## config.mk

```make
export PLATFORM = sky130hd
export DESIGN_NAME = smpwm_top
export DESIGN_NICKNAME = d
export VERILOG_FILES = /design/src/smpwm_pkg.sv /design/src/smpwm_top.sv
export SDC_FILE = /design/constraint.sdc
export NUM_CORES = 1
export LEC_CHECK = 0
export ABC_CLOCK_PERIOD_IN_PS = 12600
export BUFFER_PORTS_ARGS = -buffer_cell sky130_fd_sc_hd__buf_4
export CAP_MARGIN = 0
export CORE_UTILIZATION = 65
export DETAILED_ROUTE_END_ITERATION = 6
export PLACE_DENSITY = 0.83
export RECOVER_POWER = 100
export SYNTH_ARGS = -nofsm -noshare
export SYNTH_HDL_FRONTEND = slang
export SYNTH_SLANG_ARGS = --single-unit
```

## constraint.sdc

```tcl
create_clock -name sys_clk -period 12.6 [get_ports sys_clk]
set_clock_uncertainty 0.05 [all_clocks]
set_input_delay 1.26 -clock sys_clk [delete_from_list [all_inputs] [get_ports sys_clk]]
set_output_delay 1.26 -clock sys_clk [all_outputs]
set_load 0.03 [all_outputs]
```

## src/smpwm_pkg.sv

```systemverilog
// constants and types for the six-channel motor modulator
// Summary of operation
// - counter ticks from system clock or timer overflow, prescaled 1/1 to 1/128
// - one 16-bit period and one 16-bit counter serve all six channels
// - six 16-bit duties, each compared against the shared counter
// - group mode: channels 2,4 use duty 0; channels 3,5 use duty 1
// - raw waves pass mode select, dead time, then pin function multiplexer
// - writing run one starts the counter and waveform generation
// - period and duty buffered; load applies at period end, or at once while run is zero, then self-clears
// - one type bit picks edge-aligned or center-aligned counting
// - edge: count 0 to period, wrap; set at zero, clear at duty
// - edge: frequency clock over period plus one; duty over period plus one
// - center: count up to period, then down to zero, repeating
// - center: clear on up-count duty match, set on down-count match
// - center: frequency clock over twice period; high fraction duty over period
// - pair mode 00: all six channels independent
// - pair mode 01: odd channels output inverse of even partner
// - each pair has a 9-bit dead-time down-counter delaying rising edges
// - dead time enabled per pair, effective only in complementary mode
// - dead-time count and enable writable only after timed-access sequence
// - pair mode 10: odd channels copy their even partner in phase
// - counter-clear zeroes counter, self-clears, reads one while pending
// - run zero keeps the modulator idle; one runs it
package smpwm_pkg;
	localparam int unsigned CNT_W = 16;
	localparam int unsigned DT_W = 9;
	localparam logic [7:0] OFS_CTRL = 8'h00;
	localparam logic [7:0] OFS_CONF = 8'h04;
	localparam logic [7:0] OFS_PERIOD = 8'h08;
	localparam logic [7:0] OFS_DUTY0 = 8'h0C;
	localparam logic [7:0] OFS_DUTY5 = 8'h20;
	localparam logic [7:0] OFS_DTCNT = 8'h24;
	localparam logic [7:0] OFS_DTEN = 8'h28;
	localparam logic [7:0] OFS_GUARD = 8'h2C;
	localparam logic [7:0] OFS_STATUS = 8'h30;
	localparam logic [7:0] OFS_OUTSEL = 8'h34;
	localparam int CTRL_RUN = 0;
	localparam int CTRL_LOAD = 1;
	localparam int CTRL_CLR = 2;
	localparam int CONF_MODE = 0;
	localparam int CONF_GROUP = 2;
	localparam int CONF_TYPE = 3;
	localparam int CONF_SRC = 4;
	localparam int CONF_DIV = 5;
	localparam int STAT_DOWN = 16;
	localparam int STAT_WAVE = 17;
	localparam logic [1:0] MODE_INDEP = 2'h0;
	localparam logic [1:0] MODE_COMPL = 2'h1;
	localparam logic [1:0] MODE_SYNC = 2'h2;
	localparam logic [7:0] GUARD_KEY1 = 8'hAA;
	localparam logic [7:0] GUARD_KEY2 = 8'h55;
	localparam logic [15:0] PERIOD_RST = 16'h0000;
	localparam logic [15:0] DUTY_RST = 16'h0000;
	localparam logic [8:0] DTCNT_RST = 9'h000;
	localparam logic [3:0] DTEN_RST = 4'h0;
	localparam logic [5:0] OUTSEL_RST = 6'h00;
	typedef enum logic [1:0] {GUARD_LOCKED, GUARD_HALF, GUARD_OPEN} smpwm_guard_t;
	typedef struct packed {
		logic read;
		logic write;
		logic [7:0] address;
		logic [31:0] writedata;
	} smpwm_avl_req_t;
endpackage

```

## src/smpwm_top.sv

```systemverilog
// six-channel motor modulator with avalon register slave
//
// The Avalon-MM slave port and the register addresses were left to the implementer.
`timescale 1ns/10ps
module smpwm_top (
	input logic sys_clk,
	input logic arst_n,
	input smpwm_pkg::smpwm_avl_req_t avlReq,
	output logic [31:0] avlReadData,
	output logic avlWaitRequest,
	input logic tmrOverflow,
	input logic [5:0] gpioLevel,
	output logic [5:0] pwmOut
);
	logic waitFf;
	logic [31:0] rdDataFf;
	logic [31:0] rdMux;
	logic wrEn;
	logic [7:0] addr;
	logic [31:0] wd;
	logic runFf;
	logic loadFf;
	logic clrFf;
	logic [1:0] modeFf;
	logic groupFf;
	logic typeFf;
	logic srcFf;
	logic [2:0] divFf;
	logic [15:0] perBufFf;
	logic [15:0] perActFf;
	logic [15:0] dutyBufFf [6];
	logic [15:0] dutyActFf [6];
	logic [8:0] dtCountFf;
	logic [3:0] dtEnFf;
	logic [5:0] outSelFf;
	smpwm_pkg::smpwm_guard_t guardFf;
	logic [6:0] prescFf;
	logic [6:0] presMask;
	logic srcPulse;
	logic tick;
	logic [15:0] cntFf;
	logic downFf;
	logic [15:0] nxt_cnt;
	logic nxt_down;
	logic wrap;
	logic periodEnd;
	logic loadDone;
	logic [5:0] rawFf;
	logic [5:0] modeW;
	logic [5:0] prevFf;
	logic [2:0] dtBusyFf;
	logic [2:0] dtEdge;
	logic [2:0] dtHold;
	logic [8:0] dtCntFf [3];
	logic [5:0] dtOut;
	logic [5:0] pwmOutFf;

	function automatic logic isDuty(input logic [7:0] a);
		return a >= smpwm_pkg::OFS_DUTY0 && a <= smpwm_pkg::OFS_DUTY5 && a[1:0] == 2'h0;
	endfunction

	function automatic logic [2:0] dutyIdx(input logic [7:0] a);
		logic [7:0] d;
		d = a - smpwm_pkg::OFS_DUTY0;
		return d[4:2];
	endfunction

	// channels 2..5 borrow duty 0 or 1 in group mode
	function automatic logic [15:0] effDuty(input int i);
		if (groupFf && i >= 2) begin
			return dutyActFf[i % 2];
		end
		return dutyActFf[i];
	endfunction

	assign addr = avlReq.address;
	assign wd = avlReq.writedata;
	assign wrEn = avlReq.write & ~waitFf;
	assign avlWaitRequest = waitFf;
	assign avlReadData = rdDataFf;
	assign pwmOut = pwmOutFf;

	// one wait cycle per access; the answer edge is the second edge of the request
	always_ff @(posedge sys_clk or negedge arst_n) begin
		if (!arst_n) begin
			waitFf <= 1'b1;
		end else begin
			waitFf <= ~((avlReq.read | avlReq.write) & waitFf);
		end
	end

	always_comb begin
		rdMux = 32'h0000_0000;
		if (addr == smpwm_pkg::OFS_CTRL) begin
			rdMux[smpwm_pkg::CTRL_RUN] = runFf;
			rdMux[smpwm_pkg::CTRL_LOAD] = loadFf;
			rdMux[smpwm_pkg::CTRL_CLR] = clrFf;
		end else if (addr == smpwm_pkg::OFS_CONF) begin
			rdMux[7:0] = {divFf, srcFf, typeFf, groupFf, modeFf};
		end else if (addr == smpwm_pkg::OFS_PERIOD) begin
			rdMux[15:0] = perBufFf;
		end else if (isDuty(addr)) begin
			rdMux[15:0] = dutyBufFf[dutyIdx(addr)];
		end else if (addr == smpwm_pkg::OFS_DTCNT) begin
			rdMux[8:0] = dtCountFf;
		end else if (addr == smpwm_pkg::OFS_DTEN) begin
			rdMux[3:0] = dtEnFf;
		end else if (addr == smpwm_pkg::OFS_GUARD) begin
			rdMux[0] = guardFf == smpwm_pkg::GUARD_OPEN;
		end else if (addr == smpwm_pkg::OFS_STATUS) begin
			rdMux[15:0] = cntFf;
			rdMux[smpwm_pkg::STAT_DOWN] = downFf;
			rdMux[smpwm_pkg::STAT_WAVE +: 6] = rawFf;
		end else if (addr == smpwm_pkg::OFS_OUTSEL) begin
			rdMux[5:0] = outSelFf;
		end
	end

	always_ff @(posedge sys_clk or negedge arst_n) begin
		if (!arst_n) begin
			rdDataFf <= 32'h0000_0000;
		end else if (avlReq.read & waitFf) begin
			rdDataFf <= rdMux;
		end
	end

	always_ff @(posedge sys_clk or negedge arst_n) begin
		if (!arst_n) begin
			runFf <= 1'b0;
		end else if (wrEn && addr == smpwm_pkg::OFS_CTRL) begin
			runFf <= wd[smpwm_pkg::CTRL_RUN];
		end
	end

	// set wins over completion: a late request waits for the next period end
	assign loadDone = loadFf & (periodEnd | ~runFf);
	always_ff @(posedge sys_clk or negedge arst_n) begin
		if (!arst_n) begin
			loadFf <= 1'b0;
		end else if (wrEn && addr == smpwm_pkg::OFS_CTRL && wd[smpwm_pkg::CTRL_LOAD]) begin
			loadFf <= 1'b1;
		end else if (loadDone) begin
			loadFf <= 1'b0;
		end
	end

	always_ff @(posedge sys_clk or negedge arst_n) begin
		if (!arst_n) begin
			clrFf <= 1'b0;
		end else begin
			clrFf <= wrEn && addr == smpwm_pkg::OFS_CTRL && wd[smpwm_pkg::CTRL_CLR];
		end
	end

	always_ff @(posedge sys_clk or negedge arst_n) begin
		if (!arst_n) begin
			modeFf <= smpwm_pkg::MODE_INDEP;
			groupFf <= 1'b0;
			typeFf <= 1'b0;
			srcFf <= 1'b0;
			divFf <= 3'h0;
		end else if (wrEn && addr == smpwm_pkg::OFS_CONF) begin
			modeFf <= wd[smpwm_pkg::CONF_MODE +: 2];
			groupFf <= wd[smpwm_pkg::CONF_GROUP];
			typeFf <= wd[smpwm_pkg::CONF_TYPE];
			srcFf <= wd[smpwm_pkg::CONF_SRC];
			divFf <= wd[smpwm_pkg::CONF_DIV +: 3];
		end
	end

	// buffers take writes at any time; the active copies move only on load
	always_ff @(posedge sys_clk or negedge arst_n) begin
		if (!arst_n) begin
			perBufFf <= smpwm_pkg::PERIOD_RST;
			perActFf <= smpwm_pkg::PERIOD_RST;
			for (int i = 0; i < 6; i++) begin
				dutyBufFf[i] <= smpwm_pkg::DUTY_RST;
				dutyActFf[i] <= smpwm_pkg::DUTY_RST;
			end
		end else begin
			if (wrEn && addr == smpwm_pkg::OFS_PERIOD) begin
				perBufFf <= wd[15:0];
			end
			if (wrEn && isDuty(addr)) begin
				dutyBufFf[dutyIdx(addr)] <= wd[15:0];
			end
			if (loadDone) begin
				perActFf <= perBufFf;
				for (int i = 0; i < 6; i++) begin
					dutyActFf[i] <= dutyBufFf[i];
				end
			end
		end
	end

	// key pair opens the guard; the very next write of any kind closes it
	always_ff @(posedge sys_clk or negedge arst_n) begin
		if (!arst_n) begin
			guardFf <= smpwm_pkg::GUARD_LOCKED;
		end else if (wrEn) begin
			case (guardFf)
				smpwm_pkg::GUARD_LOCKED: begin
					if (addr == smpwm_pkg::OFS_GUARD && wd[7:0] == smpwm_pkg::GUARD_KEY1) begin
						guardFf <= smpwm_pkg::GUARD_HALF;
					end
				end
				smpwm_pkg::GUARD_HALF: begin
					if (addr == smpwm_pkg::OFS_GUARD && wd[7:0] == smpwm_pkg::GUARD_KEY2) begin
						guardFf <= smpwm_pkg::GUARD_OPEN;
					end else begin
						guardFf <= smpwm_pkg::GUARD_LOCKED;
					end
				end
				default: begin
					guardFf <= smpwm_pkg::GUARD_LOCKED;
				end
			endcase
		end
	end

	always_ff @(posedge sys_clk or negedge arst_n) begin
		if (!arst_n) begin
			dtCountFf <= smpwm_pkg::DTCNT_RST;
			dtEnFf <= smpwm_pkg::DTEN_RST;
		end else if (wrEn && guardFf == smpwm_pkg::GUARD_OPEN) begin
			if (addr == smpwm_pkg::OFS_DTCNT) begin
				dtCountFf <= wd[8:0];
			end else if (addr == smpwm_pkg::OFS_DTEN) begin
				dtEnFf <= wd[3:0];
			end
		end
	end

	always_ff @(posedge sys_clk or negedge arst_n) begin
		if (!arst_n) begin
			outSelFf <= smpwm_pkg::OUTSEL_RST;
		end else if (wrEn && addr == smpwm_pkg::OFS_OUTSEL) begin
			outSelFf <= wd[5:0];
		end
	end

	// prescaler counts source pulses; 2**div pulses make one tick
	assign presMask = 7'((8'h01 << divFf) - 8'h01);
	assign srcPulse = srcFf ? tmrOverflow : 1'b1;
	assign tick = runFf & srcPulse & ((prescFf & presMask) == presMask);
	always_ff @(posedge sys_clk or negedge arst_n) begin
		if (!arst_n) begin
			prescFf <= 7'h00;
		end else if (clrFf || !runFf) begin
			prescFf <= 7'h00;
		end else if (srcPulse) begin
			prescFf <= tick ? 7'h00 : prescFf + 7'h01;
		end
	end

	always_comb begin
		nxt_cnt = cntFf + 16'h0001;
		nxt_down = 1'b0;
		wrap = 1'b0;
		if (!typeFf) begin
			if (cntFf >= perActFf) begin
				nxt_cnt = 16'h0000;
				wrap = 1'b1;
			end
		end else if (!downFf) begin
			if (perActFf == 16'h0000) begin
				nxt_cnt = 16'h0000;
				wrap = 1'b1;
			end else if (cntFf >= perActFf) begin
				nxt_cnt = cntFf - 16'h0001;
				nxt_down = 1'b1;
			end
		end else if (cntFf <= 16'h0001) begin
			nxt_cnt = 16'h0000;
			wrap = 1'b1;
		end else begin
			nxt_cnt = cntFf - 16'h0001;
			nxt_down = 1'b1;
		end
	end
	assign periodEnd = tick & wrap;

	always_ff @(posedge sys_clk or negedge arst_n) begin
		if (!arst_n) begin
			cntFf <= 16'h0000;
			downFf <= 1'b0;
		end else if (clrFf) begin
			cntFf <= 16'h0000;
			downFf <= 1'b0;
		end else if (tick) begin
			cntFf <= nxt_cnt;
			downFf <= nxt_down;
		end
	end

	// idle at zero primes each wave so the first period starts high unless its duty is zero
	always_ff @(posedge sys_clk or negedge arst_n) begin
		if (!arst_n) begin
			rawFf <= 6'h00;
		end else begin
			for (int i = 0; i < 6; i++) begin
				if (!runFf) begin
					if (cntFf == 16'h0000 || clrFf) begin
						rawFf[i] <= effDuty(i) != 16'h0000;
					end
				end else if (tick && !typeFf) begin
					if (nxt_cnt == effDuty(i)) begin
						rawFf[i] <= 1'b0;
					end else if (nxt_cnt == 16'h0000) begin
						rawFf[i] <= 1'b1;
					end
				end else if (tick) begin
					if (nxt_cnt == effDuty(i) && nxt_down) begin
						rawFf[i] <= 1'b1;
					end else if (nxt_cnt == effDuty(i) && effDuty(i) < perActFf) begin
						rawFf[i] <= 1'b0;
					end
				end
			end
		end
	end

	always_comb begin
		for (int p = 0; p < 3; p++) begin
			modeW[2*p] = rawFf[2*p] & runFf;
			if (modeFf == smpwm_pkg::MODE_COMPL) begin
				modeW[2*p+1] = ~rawFf[2*p] & runFf;
			end else if (modeFf == smpwm_pkg::MODE_SYNC) begin
				modeW[2*p+1] = rawFf[2*p] & runFf;
			end else begin
				modeW[2*p+1] = rawFf[2*p+1] & runFf;
			end
		end
	end

	// the edge cycle itself is held too, so a rising output never leaks one cycle early
	always_comb begin
		for (int p = 0; p < 3; p++) begin
			dtEdge[p] = modeFf == smpwm_pkg::MODE_COMPL && dtEnFf[p]
				&& modeW[2*p+:2] != prevFf[2*p+:2];
			dtHold[p] = dtEdge[p] | dtBusyFf[p];
		end
	end

	// a pair edge restarts its counter; edge cycle plus count cycles keep the pair low
	always_ff @(posedge sys_clk or negedge arst_n) begin
		if (!arst_n) begin
			prevFf <= 6'h00;
			dtBusyFf <= 3'h0;
			for (int p = 0; p < 3; p++) begin
				dtCntFf[p] <= 9'h000;
			end
		end else begin
			prevFf <= modeW;
			for (int p = 0; p < 3; p++) begin
				if (modeFf != smpwm_pkg::MODE_COMPL || !dtEnFf[p]) begin
					dtBusyFf[p] <= 1'b0;
				end else if (dtEdge[p]) begin
					dtBusyFf[p] <= dtCountFf != 9'h000;
					dtCntFf[p] <= dtCountFf - 9'h001;
				end else if (dtBusyFf[p]) begin
					if (dtCntFf[p] == 9'h000) begin
						dtBusyFf[p] <= 1'b0;
					end else begin
						dtCntFf[p] <= dtCntFf[p] - 9'h001;
					end
				end
			end
		end
	end

	// mask, fault and polarity stages are not built; the mux follows dead time
	always_comb begin
		for (int i = 0; i < 6; i++) begin
			dtOut[i] = modeW[i] & ~dtHold[i/2];
		end
	end

	always_ff @(posedge sys_clk or negedge arst_n) begin
		if (!arst_n) begin
			pwmOutFf <= 6'h00;
		end else begin
			pwmOutFf <= (outSelFf & dtOut) | (~outSelFf & gpioLevel);
		end
	end
endmodule

```

==> run summary <==
status - complete, but fails checks
failing checks - max-capacitance violations, max-slew violations
Area Overhead vs Synth - 8.14%
end of the worst hold path - avlReadData[9]
cell count after synthesis - 2123
max-slew violations - 366
vias per cell - 6.73
global route overflow - 0
max-cap viol count - 11
# DRC - 0
fmax - 116 MHz
n_diodes - 0
Area contributors post-synth - dfrtp_1 41%, mux2_2 13%, ha_1 6.9%
Total Nets Final - 2315
CP Capture Type - flop
distinct cell type count after synthesis - 87
final instance area - 23400 µm²
Vias - 17583
sequential share of power - 43.4%
drt wl/cell - 24.7 µm
WP data required - 13020 ps
Pint - 1.95 mW
Clock Power Share - 39.5%
fillers - 2368
Max-slew headroom - -302%
Fin. Hold Viols - 0
arrival time worst endpoint - 9010 ps
r2r endpoint - dutyActFf[6]
Hold WS - 432 ps
RD Place Congestion - 1.04
Post-synth top cells - 351 x dfrtp_1, 258 x mux2_2, 153 x o21ai_0
Ports - 90
clock buffer depth - 3
All-Layer GR Usage - 38.9%
die area - 34000 µm²
R2R Setup Slk - 4010 ps
CTS resizes - 0
die width - 184 µm
Post-synth ARST share - 100%
maximum VDD drop - 0.141 mV
Critical R2R Launch - cntFf[0]
Leak - 11.4 nW
largest net degree at the start of global routing - 172
crit path max fanout - 77
register area share after synthesis - 40.7%
Starting Density - 66.3%
fin crit share - 68.2%
cell with the most instances after synthesis - dfrtp_1
setup TNS - 0 ps
area leader, netlist - dfrtp_1
CTS tree - built
RSZ-0062 raised after global routing - false
Clock Latency Late Sink - 560 ps
Clk pin slew, worst setup/hold paths - 60 ps
Ys Warns - 0
Setup-failing EPs final - 0
number of synthesized flops with an enable pin - 0
minimum clock period after layout - 8590 ps
Synth Register Bits - 352
post-synth top area share - 40.6%
Cell Rows - 66
hold path start - avlReadData[9]
worst setup path category - reg2reg
Comb power frac - 17.1%
Min-Delay Path Class - reg2reg
CTS H-tree depth - 2
CP Launch Type - flop
Slew @ Worst Pin - 6030 ps
Mapped Area - 21600 µm²
Post-CTS Setup Inserts - 0
total CTS buffers - 37
CTS Hold Bufs - 0
Cells on Worst Hold Path - 2
Switching Share - 29.5%
core area - 32600 µm²
Pre-antenna DRT Iters - 7
Pwr per Cell Area - 118 nW/µm²
share of cells above drive strength 1 - 17.8%
Avg Cell Area, Syn - 10.2 µm²
initial antenna violation count - 0
Sink Count - 352
first-pass GRT wire length - 99700 µm
post-route ant nets - 0
sw power - 0.815 mW
HPWL after DPL - 46600 µm
Initial DRC Count - 1587
Worst Reg-to-Reg Cells - 11
final wirelength - 64600 µm
Root Buffer - clkbuf_16
Die Y - 184 µm
number of global-route vias before repair - 17153
IO Port Bufs - 64
DP Area - 22500 µm²
most common flop cell mapped by yosys - dfrtp_1
[sequential cells by signal, indices dropped and copies added, names as in the netlist, 2 cells and up]
name and flops:
avlReadData 23, cntFf 16, divFf 3, dtBusyFf 3, dtCntFf 27, dtCountFf 9
dtEnFf 4, dutyActFf 96, dutyBufFf 96, guardFf 2, modeFf 2, outSelFf 6
perActFf 16, perBufFf 16, prescFf 7, prevFf 6, pwmOut 6, rawFf 6
[power by group through the flow]
stage / Clock [mW] / Sequential [mW] / Combinational [mW]
floorplan: 0 / 1.19 / 0.343
global placement: 0 / 1.21 / 0.461
detailed placement: 0 / 1.22 / 0.468
CTS: 1.10 / 1.20 / 0.471
global route: 1.14 / 1.20 / 0.508
finish: 1.09 / 1.20 / 0.473
[stage by stage]
stage / setup WS, ps / cells / total power, mW / utilization (%)
6_report: 4010 / 2614 / 2.76 / 71.7
5_1_grt: 3590 / 2614 / 2.85 / 71.7
4_1_cts: 6930 / 2614 / 2.77 / 72.6
3_5_place_dp: 6970 / 2547 / 1.68 / 68.9
3_3_place_gp: 7080 / 2547 / 1.68 / 68.9
2_1_floorplan: 8030 / 2131 / 1.54 / -
[cells by family after synthesis]
family	Yosys count	share of synthesized area, %
mux	354	18.5
fa+ha+maj	120	6.94
buf+inv	224	4.14
simple gates	517	12.1
flops	352	40.7
other cells	1	0.0173
compound gates	444	13.1
xor+xnor	111	4.50
[layout by cell type, fill, tap and decap left out, types with 48 or more instances in the layout]
master    count
a21oi_1     128
dfrtp_1     350
nand3_1      48
clkbuf_1     58
o21ai_0     154
xnor2_1      77
mux2i_1      84
nor2_1      121
mux2_2      256
nand2_1     120
ha_1        120
inv_1       108
[worst max-delay path, stage by stage (launching register included)]
cell and delay [ps]:
dfrtp_1 670, inv_1 210, ha_1 320, nand2b_1 140
a2111oi_0 600, o32a_1 500, a21oi_1 180, a21oi_1 230
o21a_1 190, nand2b_1 1460, clkbuf_1 3230, mux2_2 640
[cell type report]
class                           count  area [µm²]  area share, %
Multi-Input combinational cell   1555       11900           50.9
Sequential cell                   352        8810           37.7
Clock buffer                       56        1100           4.70
Tap cell                          442         553           2.37
Timing Repair Buffer               90         508           2.17
Inverter                          108         405           1.73
Clock inverter                     11         111          0.476
[per-layer routing]
layer  part of all wire, %  GRT usage, %
met3                   8.5          7.82
met2                    45          61.5
met4                   5.4          19.3
met5                     0             0
met1                    41          51.1
[worst max-delay path by stage]
stage,from,endpoint,cells after the start
2_1_floorplan,cntFf[0],rawFf[2],17
3_3_place_gp,cntFf[0],rawFf[4],14
3_5_place_dp,cntFf[0],rawFf[4],14
4_1_cts,cntFf[0],rawFf[4],14
5_1_grt,divFf[2],dutyActFf[18],13
6_report,cntFf[0],dutyActFf[6],11
Power figures use the tool's default switching activity.
